[src/include/dpram_host_pkg.sv]
package dpram_host_pkg;

  // ----------------------------------------------------------------
  // Clock and pin timing
  // ----------------------------------------------------------------
  localparam int CLK_PERIOD_NS = 8;
  localparam int T_PWE_NS      = 20;
  localparam int T_AA_NS       = 25;
  localparam int T_SOP_NS      = 12;
  localparam int T_HD_NS       = 0;
  localparam int SYNC_STAGES   = 2;
  localparam int CNT_W         = 4;

  function automatic int cyc_up(input int ns);
    int c;
    c = (ns + CLK_PERIOD_NS - 1) / CLK_PERIOD_NS;
    if (c < 1) begin
      c = 1;
    end
    return c;
  endfunction

  localparam logic [CNT_W-1:0] PWE_CYC  = CNT_W'(cyc_up(T_PWE_NS));
  localparam logic [CNT_W-1:0] READ_CYC =
    CNT_W'(cyc_up(T_AA_NS) + SYNC_STAGES + 1);
  localparam logic [CNT_W-1:0] SOP_CYC  = CNT_W'(cyc_up(T_SOP_NS));
  localparam logic [CNT_W-1:0] HOLD_CYC = CNT_W'(cyc_up(T_HD_NS));
  localparam logic [CNT_W-1:0] CNT_ONE  = 4'h1;
  localparam logic [CNT_W-1:0] CNT_ZERO = 4'h0;

  // ----------------------------------------------------------------
  // Memory port widths
  // ----------------------------------------------------------------
  localparam int ADDR_W = 14;
  localparam int DATA_W = 8;
  localparam int FLAG_BIT = 0;

  // ----------------------------------------------------------------
  // Register map
  // ----------------------------------------------------------------
  localparam logic [7:0] OFS_CTRL   = 8'h00;
  localparam logic [7:0] OFS_ADDR   = 8'h04;
  localparam logic [7:0] OFS_WDATA  = 8'h08;
  localparam logic [7:0] OFS_RDATA  = 8'h0C;
  localparam logic [7:0] OFS_STATUS = 8'h10;

  localparam int CTRL_START_BIT  = 0;
  localparam int CTRL_WRITE_BIT  = 1;
  localparam int CTRL_FLAG_BIT   = 2;
  localparam int ST_ACTIVE_BIT   = 0;
  localparam int ST_DONE_BIT     = 1;
  localparam int ST_BUSYSEEN_BIT = 2;
  localparam int ST_INT_BIT      = 3;
  localparam int ST_BUSYLVL_BIT  = 4;
  localparam int HTRANS_ACT_BIT  = 1;

  localparam logic [31:0] WORD_ZERO = 32'h0000_0000;

  // ----------------------------------------------------------------
  // Types
  // ----------------------------------------------------------------
  typedef enum logic [4:0] {
    ST_IDLE    = 5'b00001,
    ST_SETUP   = 5'b00010,
    ST_STROBE  = 5'b00100,
    ST_HOLD    = 5'b01000,
    ST_RECOVER = 5'b10000
  } state_t;

  typedef struct packed {
    logic cs_n;
    logic flag_n;
    logic we_n;
    logic oe_n;
    logic dq_oe_n;
  } pin_ctl_t;

  localparam pin_ctl_t PINS_QUIET = 5'h1F;

  typedef struct packed {
    logic wr;
    logic flag;
  } cmd_t;

  localparam cmd_t CMD_NONE = 2'h0;

endpackage

[src/core/dpram_port_host.sv]
// The address map and the AHB-Lite slave port are this design's own decisions.
`timescale 1ns/1ns

// Summary of operation
// - Write strobe high whenever address changes
// - Address valid before select falls on reads
// - Separate flag select pulse per flag read
// - Memory select stays high through flag cycles
// - Never both selects low together
// - Flag value from bit zero driven on every data bit
module dpram_port_host
  import dpram_host_pkg::*;
(
  // Clock and reset
  input  wire logic              MCLK,
  input  wire logic              SYS_RST,
  // AHB-Lite slave
  input  wire logic              HSEL,
  input  wire logic [31:0]       HADDR,
  input  wire logic [1:0]        HTRANS,
  input  wire logic              HWRITE,
  input  wire logic [2:0]        HSIZE,
  input  wire logic [31:0]       HWDATA,
  input  wire logic              HREADY,
  output logic                   HREADYOUT,
  output logic                   HRESP,
  output logic      [31:0]       HRDATA,
  // Memory port pins
  output logic      [ADDR_W-1:0] MEM_ADDR,
  input  wire logic [DATA_W-1:0] MEM_DQ_IN,
  output logic      [DATA_W-1:0] MEM_DQ_OUT,
  output logic                   MEM_DQ_OE_N,
  output logic                   MEM_CS_N,
  output logic                   MEM_WE_N,
  output logic                   MEM_OE_N,
  output logic                   MEM_FLAG_SELECT_N,
  input  wire logic              MEM_BUSY_N,
  input  wire logic              MEM_INT_N
);

  // ----------------------------------------------------------------
  // Pin input synchronisers
  // ----------------------------------------------------------------
  logic [DATA_W+1:0] sync1_reg;
  logic [DATA_W+1:0] sync2_reg;
  logic [DATA_W-1:0] dq_sync;
  logic              busy_n_sync;
  logic              int_n_sync;

  always_ff @(posedge MCLK) begin
    if (SYS_RST) begin
      sync1_reg <= '1;
      sync2_reg <= '1;
    end else begin
      sync1_reg <= {MEM_BUSY_N, MEM_INT_N, MEM_DQ_IN};
      sync2_reg <= sync1_reg;
    end
  end

  assign busy_n_sync = sync2_reg[DATA_W+1];
  assign int_n_sync  = sync2_reg[DATA_W];
  assign dq_sync     = sync2_reg[DATA_W-1:0];

  // ----------------------------------------------------------------
  // Bus slave
  // ----------------------------------------------------------------
  logic              dph_wr_reg;
  logic [7:0]        dph_ofs_reg;
  logic [ADDR_W-1:0] addr_cfg_reg;
  logic [DATA_W-1:0] wdata_reg;
  logic [DATA_W-1:0] rdata_reg;
  logic              done_reg;
  logic              busy_seen_reg;
  logic [31:0]       hrdata_reg;
  logic [31:0]       status_word;
  logic              addr_phase;
  logic              start_req;
  cmd_t              req_cmd;
  state_t            state_reg;
  state_t            state_next;

  assign addr_phase = HSEL && HTRANS[HTRANS_ACT_BIT] && HREADY;
  assign HREADYOUT  = 1'b1;
  assign HRESP      = 1'b0;
  assign HRDATA     = hrdata_reg;

  always_comb begin
    status_word = WORD_ZERO;
    status_word[ST_ACTIVE_BIT]   = (state_reg != ST_IDLE);
    status_word[ST_DONE_BIT]     = done_reg;
    status_word[ST_BUSYSEEN_BIT] = busy_seen_reg;
    status_word[ST_INT_BIT]      = !int_n_sync;
    status_word[ST_BUSYLVL_BIT]  = !busy_n_sync;
  end

  always_ff @(posedge MCLK) begin
    if (SYS_RST) begin
      dph_wr_reg  <= 1'b0;
      dph_ofs_reg <= 8'h00;
    end else begin
      dph_wr_reg  <= addr_phase && HWRITE;
      dph_ofs_reg <= HADDR[7:0];
    end
  end

  // Read data taken in the address phase, so zero wait states
  always_ff @(posedge MCLK) begin
    if (SYS_RST) begin
      hrdata_reg <= WORD_ZERO;
    end else if (addr_phase && !HWRITE) begin
      if (HADDR[7:0] == OFS_ADDR) begin
        hrdata_reg <= {{(32-ADDR_W){1'b0}}, addr_cfg_reg};
      end else if (HADDR[7:0] == OFS_WDATA) begin
        hrdata_reg <= {{(32-DATA_W){1'b0}}, wdata_reg};
      end else if (HADDR[7:0] == OFS_RDATA) begin
        hrdata_reg <= {{(32-DATA_W){1'b0}}, rdata_reg};
      end else if (HADDR[7:0] == OFS_STATUS) begin
        hrdata_reg <= status_word;
      end else begin
        hrdata_reg <= WORD_ZERO;
      end
    end
  end

  always_ff @(posedge MCLK) begin
    if (SYS_RST) begin
      addr_cfg_reg <= '0;
      wdata_reg    <= '0;
    end else if (dph_wr_reg && dph_ofs_reg == OFS_ADDR) begin
      addr_cfg_reg <= HWDATA[ADDR_W-1:0];
    end else if (dph_wr_reg && dph_ofs_reg == OFS_WDATA) begin
      wdata_reg <= HWDATA[DATA_W-1:0];
    end
  end

  // Start is dropped while a transfer is running
  assign start_req = dph_wr_reg && (dph_ofs_reg == OFS_CTRL) &&
                     HWDATA[CTRL_START_BIT] && (state_reg == ST_IDLE);
  assign req_cmd   = {HWDATA[CTRL_WRITE_BIT], HWDATA[CTRL_FLAG_BIT]};

  // ----------------------------------------------------------------
  // Transfer engine
  // ----------------------------------------------------------------
  cmd_t              cmd_reg;
  logic [CNT_W-1:0]  cnt_reg;
  logic              cnt_last;
  pin_ctl_t          pins_reg;
  pin_ctl_t          pins_next;
  logic [ADDR_W-1:0] mem_addr_reg;
  logic [DATA_W-1:0] dq_out_reg;
  logic              status_clr;

  assign cnt_last = (cnt_reg == CNT_ZERO);

  always_comb begin
    state_next = state_reg;
    case (state_reg)
      ST_IDLE: begin
        if (start_req) begin
          state_next = ST_SETUP;
        end
      end
      ST_SETUP: begin
        state_next = ST_STROBE;
      end
      ST_STROBE: begin
        if (cnt_last) begin
          state_next = cmd_reg.wr ? ST_HOLD : ST_RECOVER;
        end
      end
      ST_HOLD: begin
        if (cnt_last) begin
          state_next = ST_RECOVER;
        end
      end
      ST_RECOVER: begin
        if (cnt_last) begin
          state_next = ST_IDLE;
        end
      end
      default: begin
        state_next = ST_IDLE;
      end
    endcase
  end

  always_ff @(posedge MCLK) begin
    if (SYS_RST) begin
      state_reg <= ST_IDLE;
      cnt_reg   <= CNT_ZERO;
    end else begin
      state_reg <= state_next;
      if (state_next != state_reg) begin
        case (state_next)
          ST_STROBE:  cnt_reg <= cmd_reg.wr ? PWE_CYC - CNT_ONE
                                            : READ_CYC - CNT_ONE;
          ST_HOLD:    cnt_reg <= HOLD_CYC - CNT_ONE;
          ST_RECOVER: cnt_reg <= SOP_CYC - CNT_ONE;
          default:    cnt_reg <= CNT_ZERO;
        endcase
      end else if (!cnt_last) begin
        cnt_reg <= cnt_reg - CNT_ONE;
      end
    end
  end

  // Address and data latched once per transfer, never mid-strobe
  always_ff @(posedge MCLK) begin
    if (SYS_RST) begin
      cmd_reg      <= CMD_NONE;
      mem_addr_reg <= '0;
      dq_out_reg   <= '0;
    end else if (start_req) begin
      cmd_reg      <= req_cmd;
      mem_addr_reg <= addr_cfg_reg;
      if (req_cmd.flag) begin
        dq_out_reg <= {DATA_W{wdata_reg[FLAG_BIT]}};
      end else begin
        dq_out_reg <= wdata_reg;
      end
    end
  end

  // Pin levels derived from the next state so pins come from flops
  always_comb begin
    pins_next = PINS_QUIET;
    case (state_next)
      ST_SETUP: begin
        // Command register loads on this same edge, so use the request
        pins_next.dq_oe_n = !req_cmd.wr;
      end
      ST_STROBE: begin
        // Exactly one select: flag cycles keep memory select high
        pins_next.cs_n    = cmd_reg.flag;
        pins_next.flag_n  = !cmd_reg.flag;
        pins_next.we_n    = !cmd_reg.wr;
        // Output enable stays high on writes so device outputs stay off
        pins_next.oe_n    = cmd_reg.wr;
        pins_next.dq_oe_n = !cmd_reg.wr;
      end
      ST_HOLD: begin
        pins_next.dq_oe_n = 1'b0;
      end
      default: begin
        pins_next = PINS_QUIET;
      end
    endcase
  end

  always_ff @(posedge MCLK) begin
    if (SYS_RST) begin
      pins_reg <= PINS_QUIET;
    end else begin
      pins_reg <= pins_next;
    end
  end

  assign MEM_ADDR          = mem_addr_reg;
  assign MEM_DQ_OUT        = dq_out_reg;
  assign MEM_DQ_OE_N       = pins_reg.dq_oe_n;
  assign MEM_CS_N          = pins_reg.cs_n;
  assign MEM_WE_N          = pins_reg.we_n;
  assign MEM_OE_N          = pins_reg.oe_n;
  assign MEM_FLAG_SELECT_N = pins_reg.flag_n;

  // ----------------------------------------------------------------
  // Results and status
  // ----------------------------------------------------------------
  always_ff @(posedge MCLK) begin
    if (SYS_RST) begin
      rdata_reg <= '0;
    end else if (state_reg == ST_STROBE && cnt_last && !cmd_reg.wr) begin
      rdata_reg <= dq_sync;
    end
  end

  assign status_clr = dph_wr_reg && (dph_ofs_reg == OFS_STATUS);

  // Set beats a clear in the same cycle
  always_ff @(posedge MCLK) begin
    if (SYS_RST) begin
      done_reg      <= 1'b0;
      busy_seen_reg <= 1'b0;
    end else begin
      if (state_reg == ST_RECOVER && cnt_last) begin
        done_reg <= 1'b1;
      end else if (status_clr && HWDATA[ST_DONE_BIT]) begin
        done_reg <= 1'b0;
      end
      // Write may have been dropped by the device; software retries
      if (state_reg == ST_STROBE && !busy_n_sync) begin
        busy_seen_reg <= 1'b1;
      end else if (status_clr && HWDATA[ST_BUSYSEEN_BIT]) begin
        busy_seen_reg <= 1'b0;
      end
    end
  end
endmodule

[config.mk]
export PLATFORM = sky130hd
export DESIGN_NAME = dpram_port_host
export DESIGN_NICKNAME = d
export VERILOG_FILES = /design/src/include/dpram_host_pkg.sv /design/src/core/dpram_port_host.sv
export SDC_FILE = /design/constraint.sdc
export NUM_CORES = 1
export LEC_CHECK = 0
export BUFFER_PORTS_ARGS = -buffer_cell sky130_fd_sc_hd__buf_4
export CAP_MARGIN = 20
export CORE_UTILIZATION = 51
export DETAILED_ROUTE_END_ITERATION = 10
export PLACE_DENSITY = 0.8
export SLEW_MARGIN = 20
export SYNTH_ARGS = -nofsm -noshare
export SYNTH_HDL_FRONTEND = slang
export SYNTH_SLANG_ARGS = --single-unit
[constraint.sdc]
create_clock -name MCLK -period 2.8 [get_ports MCLK]
set_input_delay 0.42 -clock MCLK [delete_from_list [all_inputs] [get_ports MCLK]]
set_output_delay 0.42 -clock MCLK [all_outputs]
set_load 0.1 [all_outputs]
==> flow_summary.json, run 1 <==
{
  "crit_family": "simple AND/OR/NAND/NOR gates",
  "fin_skew_ns": 0.006907,
  "mostFrequentLayoutCells": "dfxtp_1, buf_4, nor2_1, nand2_1, mux2i_1",
  "cts_tree": "built",
  "power_density_nw_per_um2": 735.8,
  "ctsResizeCount": 0,
  "crit_arrival_ns": 2.46,
  "rsz0062_at_grt": "no",
  "grt_pass1_vias": 3236,
  "crit_buf_inv": 1,
  "setup_tns_ns": 0,
  "grt_max_degree": 59,
  "grt_pass1_wl_um": 15650,
  "final-seq-area_um2": 2262,
  "hold_path_class": "in2reg",
  "synth_area_per_cell_um2": 9.254,
  "nNetsFinal": 644,
  "drc_errors": 0,
  "path_cells": "inv_1 -> ha_1 -> or3b_1 -> a31oi_1 -> o32a_1 -> nor4_4 -> mux2_1",
  "min_period_over_period_pct": 73.86,
  "die_x_um": 96.49,
  "crit_type": "reg2reg",
  "synth-async-reset-ratio_pct": 0,
  "antenna_found_initial": 0,
  "pin_count": 145,
  "clk_latency_ns": 0.51,
  "drt-pass1-iter-count": 4,
  "antenna_cells": 0,
  "final_common_cell": "dfxtp_1",
  "maxSlewViolCount": 0,
  "htree_levels": 4,
  "max-clock-path-buffers": 2,
  "relSlewSlack_pct": 57.79,
  "grt.total_usage_pct": 22.40,
  "grt_overflow_total": 0,
  "drv_cap": 0,
  "routabilityCongestion": 0.7925,
  "synth_edf_count": 0,
  "status": "finished clean",
  "ys_seq_elements": 113,
  "routed_wl_um": 9738,
  "p_leak_nw": 2.462,
  "crit_required_ns": 3.19,
  "clk_pin_slew_worst_paths_ns": 0.06,
  "area_growth_syn_to_layout_pct": 23.30,
  "cp_max_fo": 8,
  "initial_core_util_pct": 52.47,
  "vias": 3590,
  "clock-sinks": 113,
  "cp_slowest_stage_delay_ns": 0.36,
  "seq_area_frac_synth_pct": 49.68,
  "die_h_um": 96.49,
  "viasPerCell": 5.287,
  "tightest_slew_ns": 0.6331,
  "fillers": 676,
  "drtIter0Drc": 255,
  "total_power_w": 0.004131,
  "drive_above_1_share_pct": 24.87,
  "cp-end-kind": "flip-flop",
  "coreArea_um2": 8678,
  "ir_worst_vdd_v": 0.0004789,
  "cts_buffers": 17,
  "hold_viol_final": 0,
  "netlist_instances": 492,
  "dieArea_um2": 9309,
  "post-cts-setup-buffers": 0,
  "cts-root-buf": "clkbuf_8",
  "syn_area_um2": 4553,
  "synth.yosys.warnings": 0,
  "rows": 34,
  "multi_input_area_um2": 1999,
  "timing.hold.ws_ns": 0.09556,
  "ant_nets": 0,
  "wire_per_inst_um": 14.34,
  "hpwl_um": 6661,
  "setup_violations": 0,
  "cts_hold_buf": 0,
  "fmax_mhz": 483.5,
  "ys_types": 49,
  "start_kind": "flip-flop",
  "portBuffers": 78,
  "cp_slowest_cell": "mux2_1",
  "min_period_ns": 2.068,
  "ys.flop_type": "dfxtp_1"
}
==> metrics by stage <==
step	std cells	setup WS, ns	cell area (um2)	util, %
2_1_floorplan	510	0.8685	4621	-
3_3_place_gp	648	0.7073	5046	58.15
3_5_place_dp	648	0.6612	5046	58.15
4_1_cts	679	0.7249	5614	64.69
5_1_grt	679	0.5766	5614	64.69
6_report	679	0.7318	5614	64.69
==> metal layers <==
layer / wire length, um / GRT usage, % / vias to the layer above
li1: - / - / 1770
met1: 4347 / 28.63 / 1684
met2: 4719 / 36.21 / 123
met3: 531 / 6.182 / 13
met4: 140 / 7.966 / 0
met5: 0 / 0 / -
==> worst paths after layout <==
| check | from | endpoint | slack [ns] | depth (start not counted) |
|---|---|---|---|---|
| setup reg to reg | cnt_reg[0] | cnt_reg[1] | 0.73 | 7 |
| hold reg to reg | cmd_reg[0] | MEM_FLAG_SELECT_N | 0.40 | 1 |
| hold / removal | MEM_BUSY_N | sync1_reg[9] | 0.1 | 2 |
| setup / recovery | cnt_reg[0] | cnt_reg[1] | 0.73 | 7 |
==> cell type report <==
| type | count | share of cell area [%] |
|---|---|---|
| multi-input combinational | 336 | 35.61 |
| inverter | 9 | 0.6017 |
| sequential | 113 | 40.29 |
| clock inverter | 11 | 2.006 |
| timing repair buffer | 82 | 10.97 |
| clock buffer | 20 | 8.112 |
| tap | 108 | 2.407 |
==> report_power, final <==
group	total, W	internal (W)	switching (W)
combinational	0.000426	0.000135	0.000291
clock	0.00202	0.00132	0.000707
sequential	0.00168	0.00165	0.0000273
==> logic make-up (layout without fill, tap and decap cells) <==
kind of cell               after synthesis  in the layout  share of synthesized area, %
AOI/OAI and AO/OA                       84             84                         11.68
and+or+nand+nor                        189            189                         21.11
xor gates and xnor gates                 2              2                        0.3848
muxes                                   40             40                         8.821
DFF                                    113            113                         49.68
other                                    2             20                        0.1649
adders and majority gates                1              1                        0.2748
buffers and inverters                   61            122                         7.887
==> synth_stat cells, types with 2 or more instances <==
library cell	instances	area share (%)
o22ai_1	4	0.55
buf_6	5	1.2
buf_2	5	0.55
o211ai_1	3	0.49
dfxtp_1	113	50
xnor2_1	2	0.38
o2bb2ai_1	3	0.58
nor4_1	3	0.41
nand2_1	44	3.6
nor2b_1	11	1.5
or3_1	7	0.96
or3b_1	2	0.38
or2_2	22	3.0
nand3b_1	3	0.49
a211oi_1	11	1.8
clkbuf_1	19	1.6
a31oi_1	2	0.27
a22oi_1	17	2.8
nand2b_1	6	0.82
o21ai_0	7	0.77
mux2i_1	39	8.6
nor2_1	66	5.4
nand3_1	3	0.33
buf_4	23	3.8
a21oi_1	33	3.6
nor3_1	8	0.88
inv_1	8	0.66
conb_1	2	0.16
==> worst register-to-register path, delay by kind of cell, from the launching register on <==
family,cells,cell delay (ns)
AOI/OAI and AO/OA,2,0.35
buffers and inverters,1,0.06
DFF,1,0.32
and+or+nand+nor,2,0.62
adders and majority gates,1,0.25
muxes,1,0.36
No activity file was read; power rests on OpenSTA's default activity.
==> run 2: changes to the inputs <==
--- a/config.mk
+++ b/config.mk
@@ -5,11 +5,12 @@
 export SDC_FILE = /design/constraint.sdc
 export NUM_CORES = 1
 export LEC_CHECK = 0
+export ABC_AREA = 1
 export BUFFER_PORTS_ARGS = -buffer_cell sky130_fd_sc_hd__buf_4
 export CAP_MARGIN = 20
-export CORE_UTILIZATION = 51
+export CORE_UTILIZATION = 45
 export DETAILED_ROUTE_END_ITERATION = 10
-export PLACE_DENSITY = 0.8
+export PLACE_DENSITY = 0.75
 export SLEW_MARGIN = 20
 export SYNTH_ARGS = -nofsm -noshare
 export SYNTH_HDL_FRONTEND = slang
==> constraint.sdc (replaced) <==
create_clock -name MCLK -period 1.76 [get_ports MCLK]
set_input_delay 0.264 -clock MCLK [delete_from_list [all_inputs] [get_ports MCLK]]
set_output_delay 0.264 -clock MCLK [all_outputs]
set_load 0.1 [all_outputs]
==> run 2 against run 1 <==
Global-route usage increased by 0.38 points. Clock skew increased by 0.0011 ns. Largest cell class unchanged. Largest power group unchanged. Critical path depth increased by 4. Non-clock buffer count increased by 41. Die area increased by 11%. Sequential power increased by 60%. Final cell count increased by 21%. Combinational power increased by 120%.
==> flow_summary.json, run 2 <==
{
  "netlist_instances": 561,
  "fillers": 767,
  "crit_required_ns": 2.17,
  "synth-async-reset-ratio_pct": 0,
  "antenna_found_initial": 0,
  "synth_edf_count": 0,
  "antenna_cells": 0,
  "power_density_nw_per_um2": 1202,
  "hold_viol_final": 0,
  "die_h_um": 101.5,
  "p_leak_nw": 2.721,
  "viasPerCell": 4.983,
  "crit_family": "simple AND/OR/NAND/NOR gates",
  "htree_levels": 4,
  "yosys.area.top_type_share_pct": 50.77,
  "yosysMostFrequentCell": "dfxtp_1",
  "clock-sinks": 113,
  "grt_pass1_vias": 3875,
  "ys_seq_elements": 113,
  "drc_errors": 0,
  "crit_type": "reg2reg",
  "yosys.area.top_type": "dfxtp_1",
  "rsz0062_at_grt": "yes",
  "postLayoutCoreUtil_pct": 65.05,
  "fmax_mhz": 606.3,
  "clk_latency_ns": 0.52,
  "fin_area_um2": 6125,
  "synth_area_per_cell_um2": 7.942,
  "cp_slowest_stage_delay_ns": 0.34,
  "cp-end-kind": "flip-flop",
  "relSlewSlack_pct": 62.38,
  "cts-root-buf": "clkbuf_8",
  "drtIter0Drc": 233,
  "hold_path_class": "in2reg",
  "die_x_um": 101.5,
  "ir_worst_vdd_v": 0.0007426,
  "fin_skew_ns": 0.008049,
  "timing.hold.ws_ns": 0.01822,
  "initial_core_util_pct": 47.32,
  "grt_pass1_wl_um": 17860,
  "min_period_over_period_pct": 93.71,
  "min_period_ns": 1.649,
  "dieArea_um2": 10300,
  "status": "finished clean",
  "path_cells": "inv_1 -> ha_2 -> nand2_4 -> buf_4 -> a31oi_1 -> nor2_1 -> nand2_2 -> nor2_4 -> nand2_4 -> o21ai_4 -> nor2_1",
  "setup_tns_ns": 0,
  "cp_max_fo": 6,
  "clk_pin_slew_worst_paths_ns": 0.06,
  "maxSlewViolCount": 0,
  "crit_arrival_ns": 2.06,
  "syn_area_um2": 4456,
  "final_common_cell": "dfxtp_1",
  "setup_violations": 0,
  "ant_nets": 0,
  "cts_tree": "built",
  "grt_max_degree": 44,
  "placedInstanceArea_um2": 5207,
  "ys.flop_type": "dfxtp_1",
  "portBuffers": 78,
  "start_kind": "flip-flop",
  "max-clock-path-buffers": 2,
  "pin_count": 145,
  "mostFrequentLayoutCells": "dfxtp_1, buf_4, nor2_1, o21ai_0, nand2_1",
  "drt-pass1-iter-count": 4,
  "drv_cap": 0,
  "synth.yosys.warnings": 0,
  "crit_buf_inv": 2,
  "seq_area_frac_synth_pct": 50.77,
  "nNetsFinal": 765,
  "grt_overflow_total": 0,
  "routed_wl_um": 11010,
  "area_growth_syn_to_layout_pct": 37.46,
  "cp_slowest_cell": "dfxtp_2",
  "rows": 35,
  "synth_area_leaders": "dfxtp_1, o21ai_0, nor2_1, nand2_1, inv_1",
  "hpwl_um": 7583,
  "vias": 4096,
  "synth_commonest_cells": "dfxtp_1, nor2_1, o21ai_0",
  "coreArea_um2": 9415,
  "wire_per_inst_um": 13.40,
  "ys_types": 35,
  "cts_buffers": 17,
  "routabilityCongestion": 0.9523,
  "grt.total_usage_pct": 22.78,
  "drive_above_1_share_pct": 25.69,
  "tightest_slew_ns": 0.5609
}
-- run 2: worst paths after layout --
| kind | startpoint | endpoint | slack, ns | cells after the start |
|---|---|---|---|---|
| max | cnt_reg[0] | cnt_reg[2] | 0.11 | 11 |
| min | HADDR[3] | dph_ofs_reg[3] | 0.02 | 3 |
| max reg2reg | cnt_reg[0] | cnt_reg[2] | 0.11 | 11 |
| min reg2reg | cmd_reg[0] | MEM_FLAG_SELECT_N | 0.39 | 1 |
-- run 2: what timing repair did --
item	CTS	global route
gates resized for setup	1	7
buffers inserted	2	0
gates cloned	0	0
hold buffers	22	0
endpoints found under the hold margin	22	0
pin swaps	1	4
setup endpoints to repair	2	11
-- run 2: logic make-up (layout without fill, tap and decap cells) --
| logic type | after synthesis | in the layout | synth area share (%) |
|---|---|---|---|
| xor+xnor | 2 | 2 | 0.3932 |
| flops | 113 | 113 | 50.77 |
| fa+ha+maj | 1 | 1 | 0.2808 |
| compound gates | 128 | 128 | 15.61 |
| other cells | 2 | 20 | 0.1686 |
| buf+inv | 101 | 215 | 10.28 |
| simple gates | 214 | 214 | 22.49 |
-- run 2: final cells by class --
| type | count | area (um2) | area share (%) |
|---|---|---|---|
| Clock inverter | 12 | 206.4 | 3.371 |
| Inverter | 60 | 225.2 | 3.677 |
| Timing Repair Buffer | 123 | 991.0 | 16.18 |
| Multi-Input combinational cell | 365 | 1832 | 29.91 |
| Sequential cell | 113 | 2263 | 36.96 |
| Tap cell | 129 | 161.4 | 2.635 |
| Clock buffer | 20 | 445.4 | 7.273 |
-- run 2: power by group --
part / internal [W] / leakage, nW / total (W) / switching (W)
clock network: 0.00252 / 0.315 / 0.00373 / 0.00121
registers: 0.00264 / 0.920 / 0.00268 / 0.0000402
logic: 0.000369 / 1.49 / 0.000952 / 0.000583
-- run 2: routing by layer --
layer	vias to the layer above	routed length [um]	global-route usage, %
met5	-	0	0
met4	0	186	9.365
met3	20	672	6.349
met2	155	5351	38.31
met1	1892	4803	27.40
li1	2029	-	-
-- run 2: worst reg2reg max path: cells and delay by family (launching register included) --
family / cells / cell delay (ns)
buffers and inverters: 2 / 0.16
AND/OR/NAND/NOR: 6 / 0.65
adder cells (fa/ha/maj): 1 / 0.21
AO/OA/AOI/OAI: 2 / 0.20
flip-flops: 1 / 0.34
-- run 2: metrics by stage --
stage,power [W],setup WS [ns],std cells
finish,0.007363,0.1107,822
global placement,0.003531,0.04977,766
detailed placement,0.003554,-0.01720,766
floorplan,0.003357,0.1547,579
CTS,0.007351,0.02928,822
global route,0.007596,-0.007480,822
==> run 3: changes to the inputs <==
==> constraint.sdc (replaced) <==
create_clock -name MCLK -period 1.5 [get_ports MCLK]
set_input_delay 0.225 -clock MCLK [delete_from_list [all_inputs] [get_ports MCLK]]
set_output_delay 0.225 -clock MCLK [all_outputs]
set_load 0.1 [all_outputs]
==> run 3 against run 2 <==
The run now ends with negative hold slack, negative setup slack left. Register-to-register slack lost 0.28 ns. First-iteration DRC count grew 28%. Utilization grew 7.3 points. Sequential power grew 17%. Cell area grew 11%. Non-clock buffer count grew 42.
==> flow_summary.json, run 3 (synthesized netlist as in run 2, its figures left out) <==
{
  "crit_arrival_ns": 2.09,
  "p_leak_nw": 2.971,
  "cp_slowest_cell": "dfxtp_1",
  "timing.hold.ws_ns": -0.002043,
  "min_period_over_period_pct": 111.0,
  "crit_path_end": "MEM_DQ_OUT[1]",
  "nNetsFinal": 807,
  "drt-pass1-iter-count": 5,
  "ant_nets": 0,
  "grt_pass1_wl_um": 18560,
  "fin_skew_ns": 0.01073,
  "antenna_found_initial": 0,
  "hold_path_class": "in2reg",
  "grt_overflow_total": 0,
  "drv_cap": 0,
  "grt_max_degree": 65,
  "routabilityCongestion": 0.9004,
  "fillers": 650,
  "pin_count": 145,
  "die_h_um": 101.5,
  "setup_ws_ns": -0.1644,
  "drtIter0Drc": 298,
  "portBuffers": 78,
  "initial_core_util_pct": 47.32,
  "grt.total_usage_pct": 23.93,
  "clk_latency_ns": 0.51,
  "mostFrequentLayoutCells": "buf_4, dfxtp_1, nor2_1, o21ai_0",
  "status": "complete, but fails checks",
  "clk_pin_slew_worst_paths_ns": 0.06,
  "cts_tree": "built",
  "drc_errors": 0,
  "rsz0062_at_grt": "yes",
  "cp_max_fo": 8,
  "cp_slowest_stage_delay_ns": 0.34,
  "min_period_ns": 1.664,
  "viasPerCell": 4.978,
  "crit_type": "reg2reg",
  "r2r-end": "MEM_DQ_OUT[1]",
  "clock-sinks": 113,
  "cp-end-kind": "flip-flop",
  "crit_required_ns": 1.93,
  "coreArea_um2": 9415,
  "violations": "negative hold slack, negative setup slack",
  "hold_viol_final": 1,
  "wire_per_inst_um": 14.95,
  "reg2reg_setup_slack_ns": -0.16,
  "area_growth_syn_to_layout_pct": 52.99,
  "rows": 35,
  "die_x_um": 101.5,
  "placedInstanceArea_um2": 5359,
  "power_density_nw_per_um2": 1220,
  "rr_worst_depth": 8,
  "fin_area_um2": 6817,
  "max-clock-path-buffers": 2,
  "setup_violations": 43,
  "drive_above_1_share_pct": 37.41,
  "hold-path-cell-count": 3,
  "htree_levels": 4,
  "cts_buffers": 17,
  "reg2reg_from": "state_reg[1]",
  "routed_wl_um": 12920,
  "hpwl_um": 7633,
  "final_common_cell": "buf_4",
  "cts-root-buf": "clkbuf_8",
  "maxSlewViolCount": 0,
  "grt_pass1_vias": 3966,
  "vias": 4301,
  "ir_worst_vdd_v": 0.0007808,
  "crit_top_cell": "nor2_4",
  "fmax_mhz": 600.8,
  "dieArea_um2": 10300,
  "path_cells": "inv_1 -> nand2_1 -> nor2_4 -> nand3_4 -> buf_6 -> nor2_4 -> nand2_2 -> a31oi_1",
  "start_kind": "flip-flop",
  "startpoint": "state_reg[1]",
  "antenna_cells": 0,
  "place_ws_ns": -0.1829
}
[run 3: changes by cell type in the layout (fill, tap and decap cells not counted), moves of 7 or more]
cell,delta
nand2_2,+13
nor2_1,-23
nand2_1,-14
buf_4,+18
o21ai_0,-9
buf_6,+10
nor2_4,+16
nor2_2,+7
dlygate4sd3_1,+8
[run 3: worst max-delay path: cells and delay by family, from the launching register on]
family,cells,cell delay [ns]
AND/OR/NAND/NOR,5,0.76
flip-flops,1,0.34
buffers and inverters,2,0.27
AO/OA/AOI/OAI,1,0.20
[run 3: metrics by stage]
step	hold WS [ns]	utilization (%)	total power, W	std cells	setup TNS (ns)
3_5_place_dp	0.3837	56.92	0.004272	783	-2.642
3_3_place_gp	0.3716	56.92	0.004232	783	-1.100
6_report	-0.002043	72.40	0.008318	864	-4.042
4_1_cts	0.002104	68.04	0.008259	852	-0.1719
2_1_floorplan	0.3288	-	0.003972	579	0
5_1_grt	0.02789	72.40	0.008626	864	-6.846
[run 3: where the power goes]
| part | internal [W] | switching, W |
|---|---|---|
| registers | 0.00309 | 0.0000505 |
| clock network | 0.00238 | 0.00146 |
| logic | 0.000524 | 0.000808 |
[run 3: layout make-up]
class | instances | area (um2) | area share [%]
multi-input cells | 365 | 2120 | 31.09
clock buffers | 18 | 417.9 | 6.131
repair buffers | 165 | 1449 | 21.26
clock inverters | 14 | 157.7 | 2.313
well taps | 129 | 161.4 | 2.368
flip-flops and latches | 113 | 2276 | 33.39
inverters | 60 | 235.2 | 3.451
[run 3: how the worst min path moves through the flow]
stage | start | end | slack (ns)
2_1_floorplan | MEM_DQ_IN[0] | sync1_reg[0] | 0.33
6_report | HWDATA[9] | addr_cfg_reg[9] | -0.002
5_1_grt | HWDATA[9] | addr_cfg_reg[9] | 0.03
3_5_place_dp | cmd_reg[0] | MEM_FLAG_SELECT_N | 0.38
4_1_cts | HWDATA[9] | addr_cfg_reg[9] | 0.002
3_3_place_gp | cmd_reg[0] | MEM_FLAG_SELECT_N | 0.37
[run 3: layer usage]
layer  part of all wire, %  global-route usage (%)
met1                    40                   28.32
met5                     0                       0
met2                    52                   40.54
met4                   2.5                   11.82
met3                   5.3                   5.797
[run 3: repair_timing]
action / 4_1_cts / 5_1_grt
gates resized for setup: 36 / 83
endpoints found under the hold margin: 32 / 0
pin swaps: 13 / 25
setup buffers: 7 / 9
hold buffers: 30 / 0
gates cloned: 0 / 3
setup endpoints to repair: 31 / 56
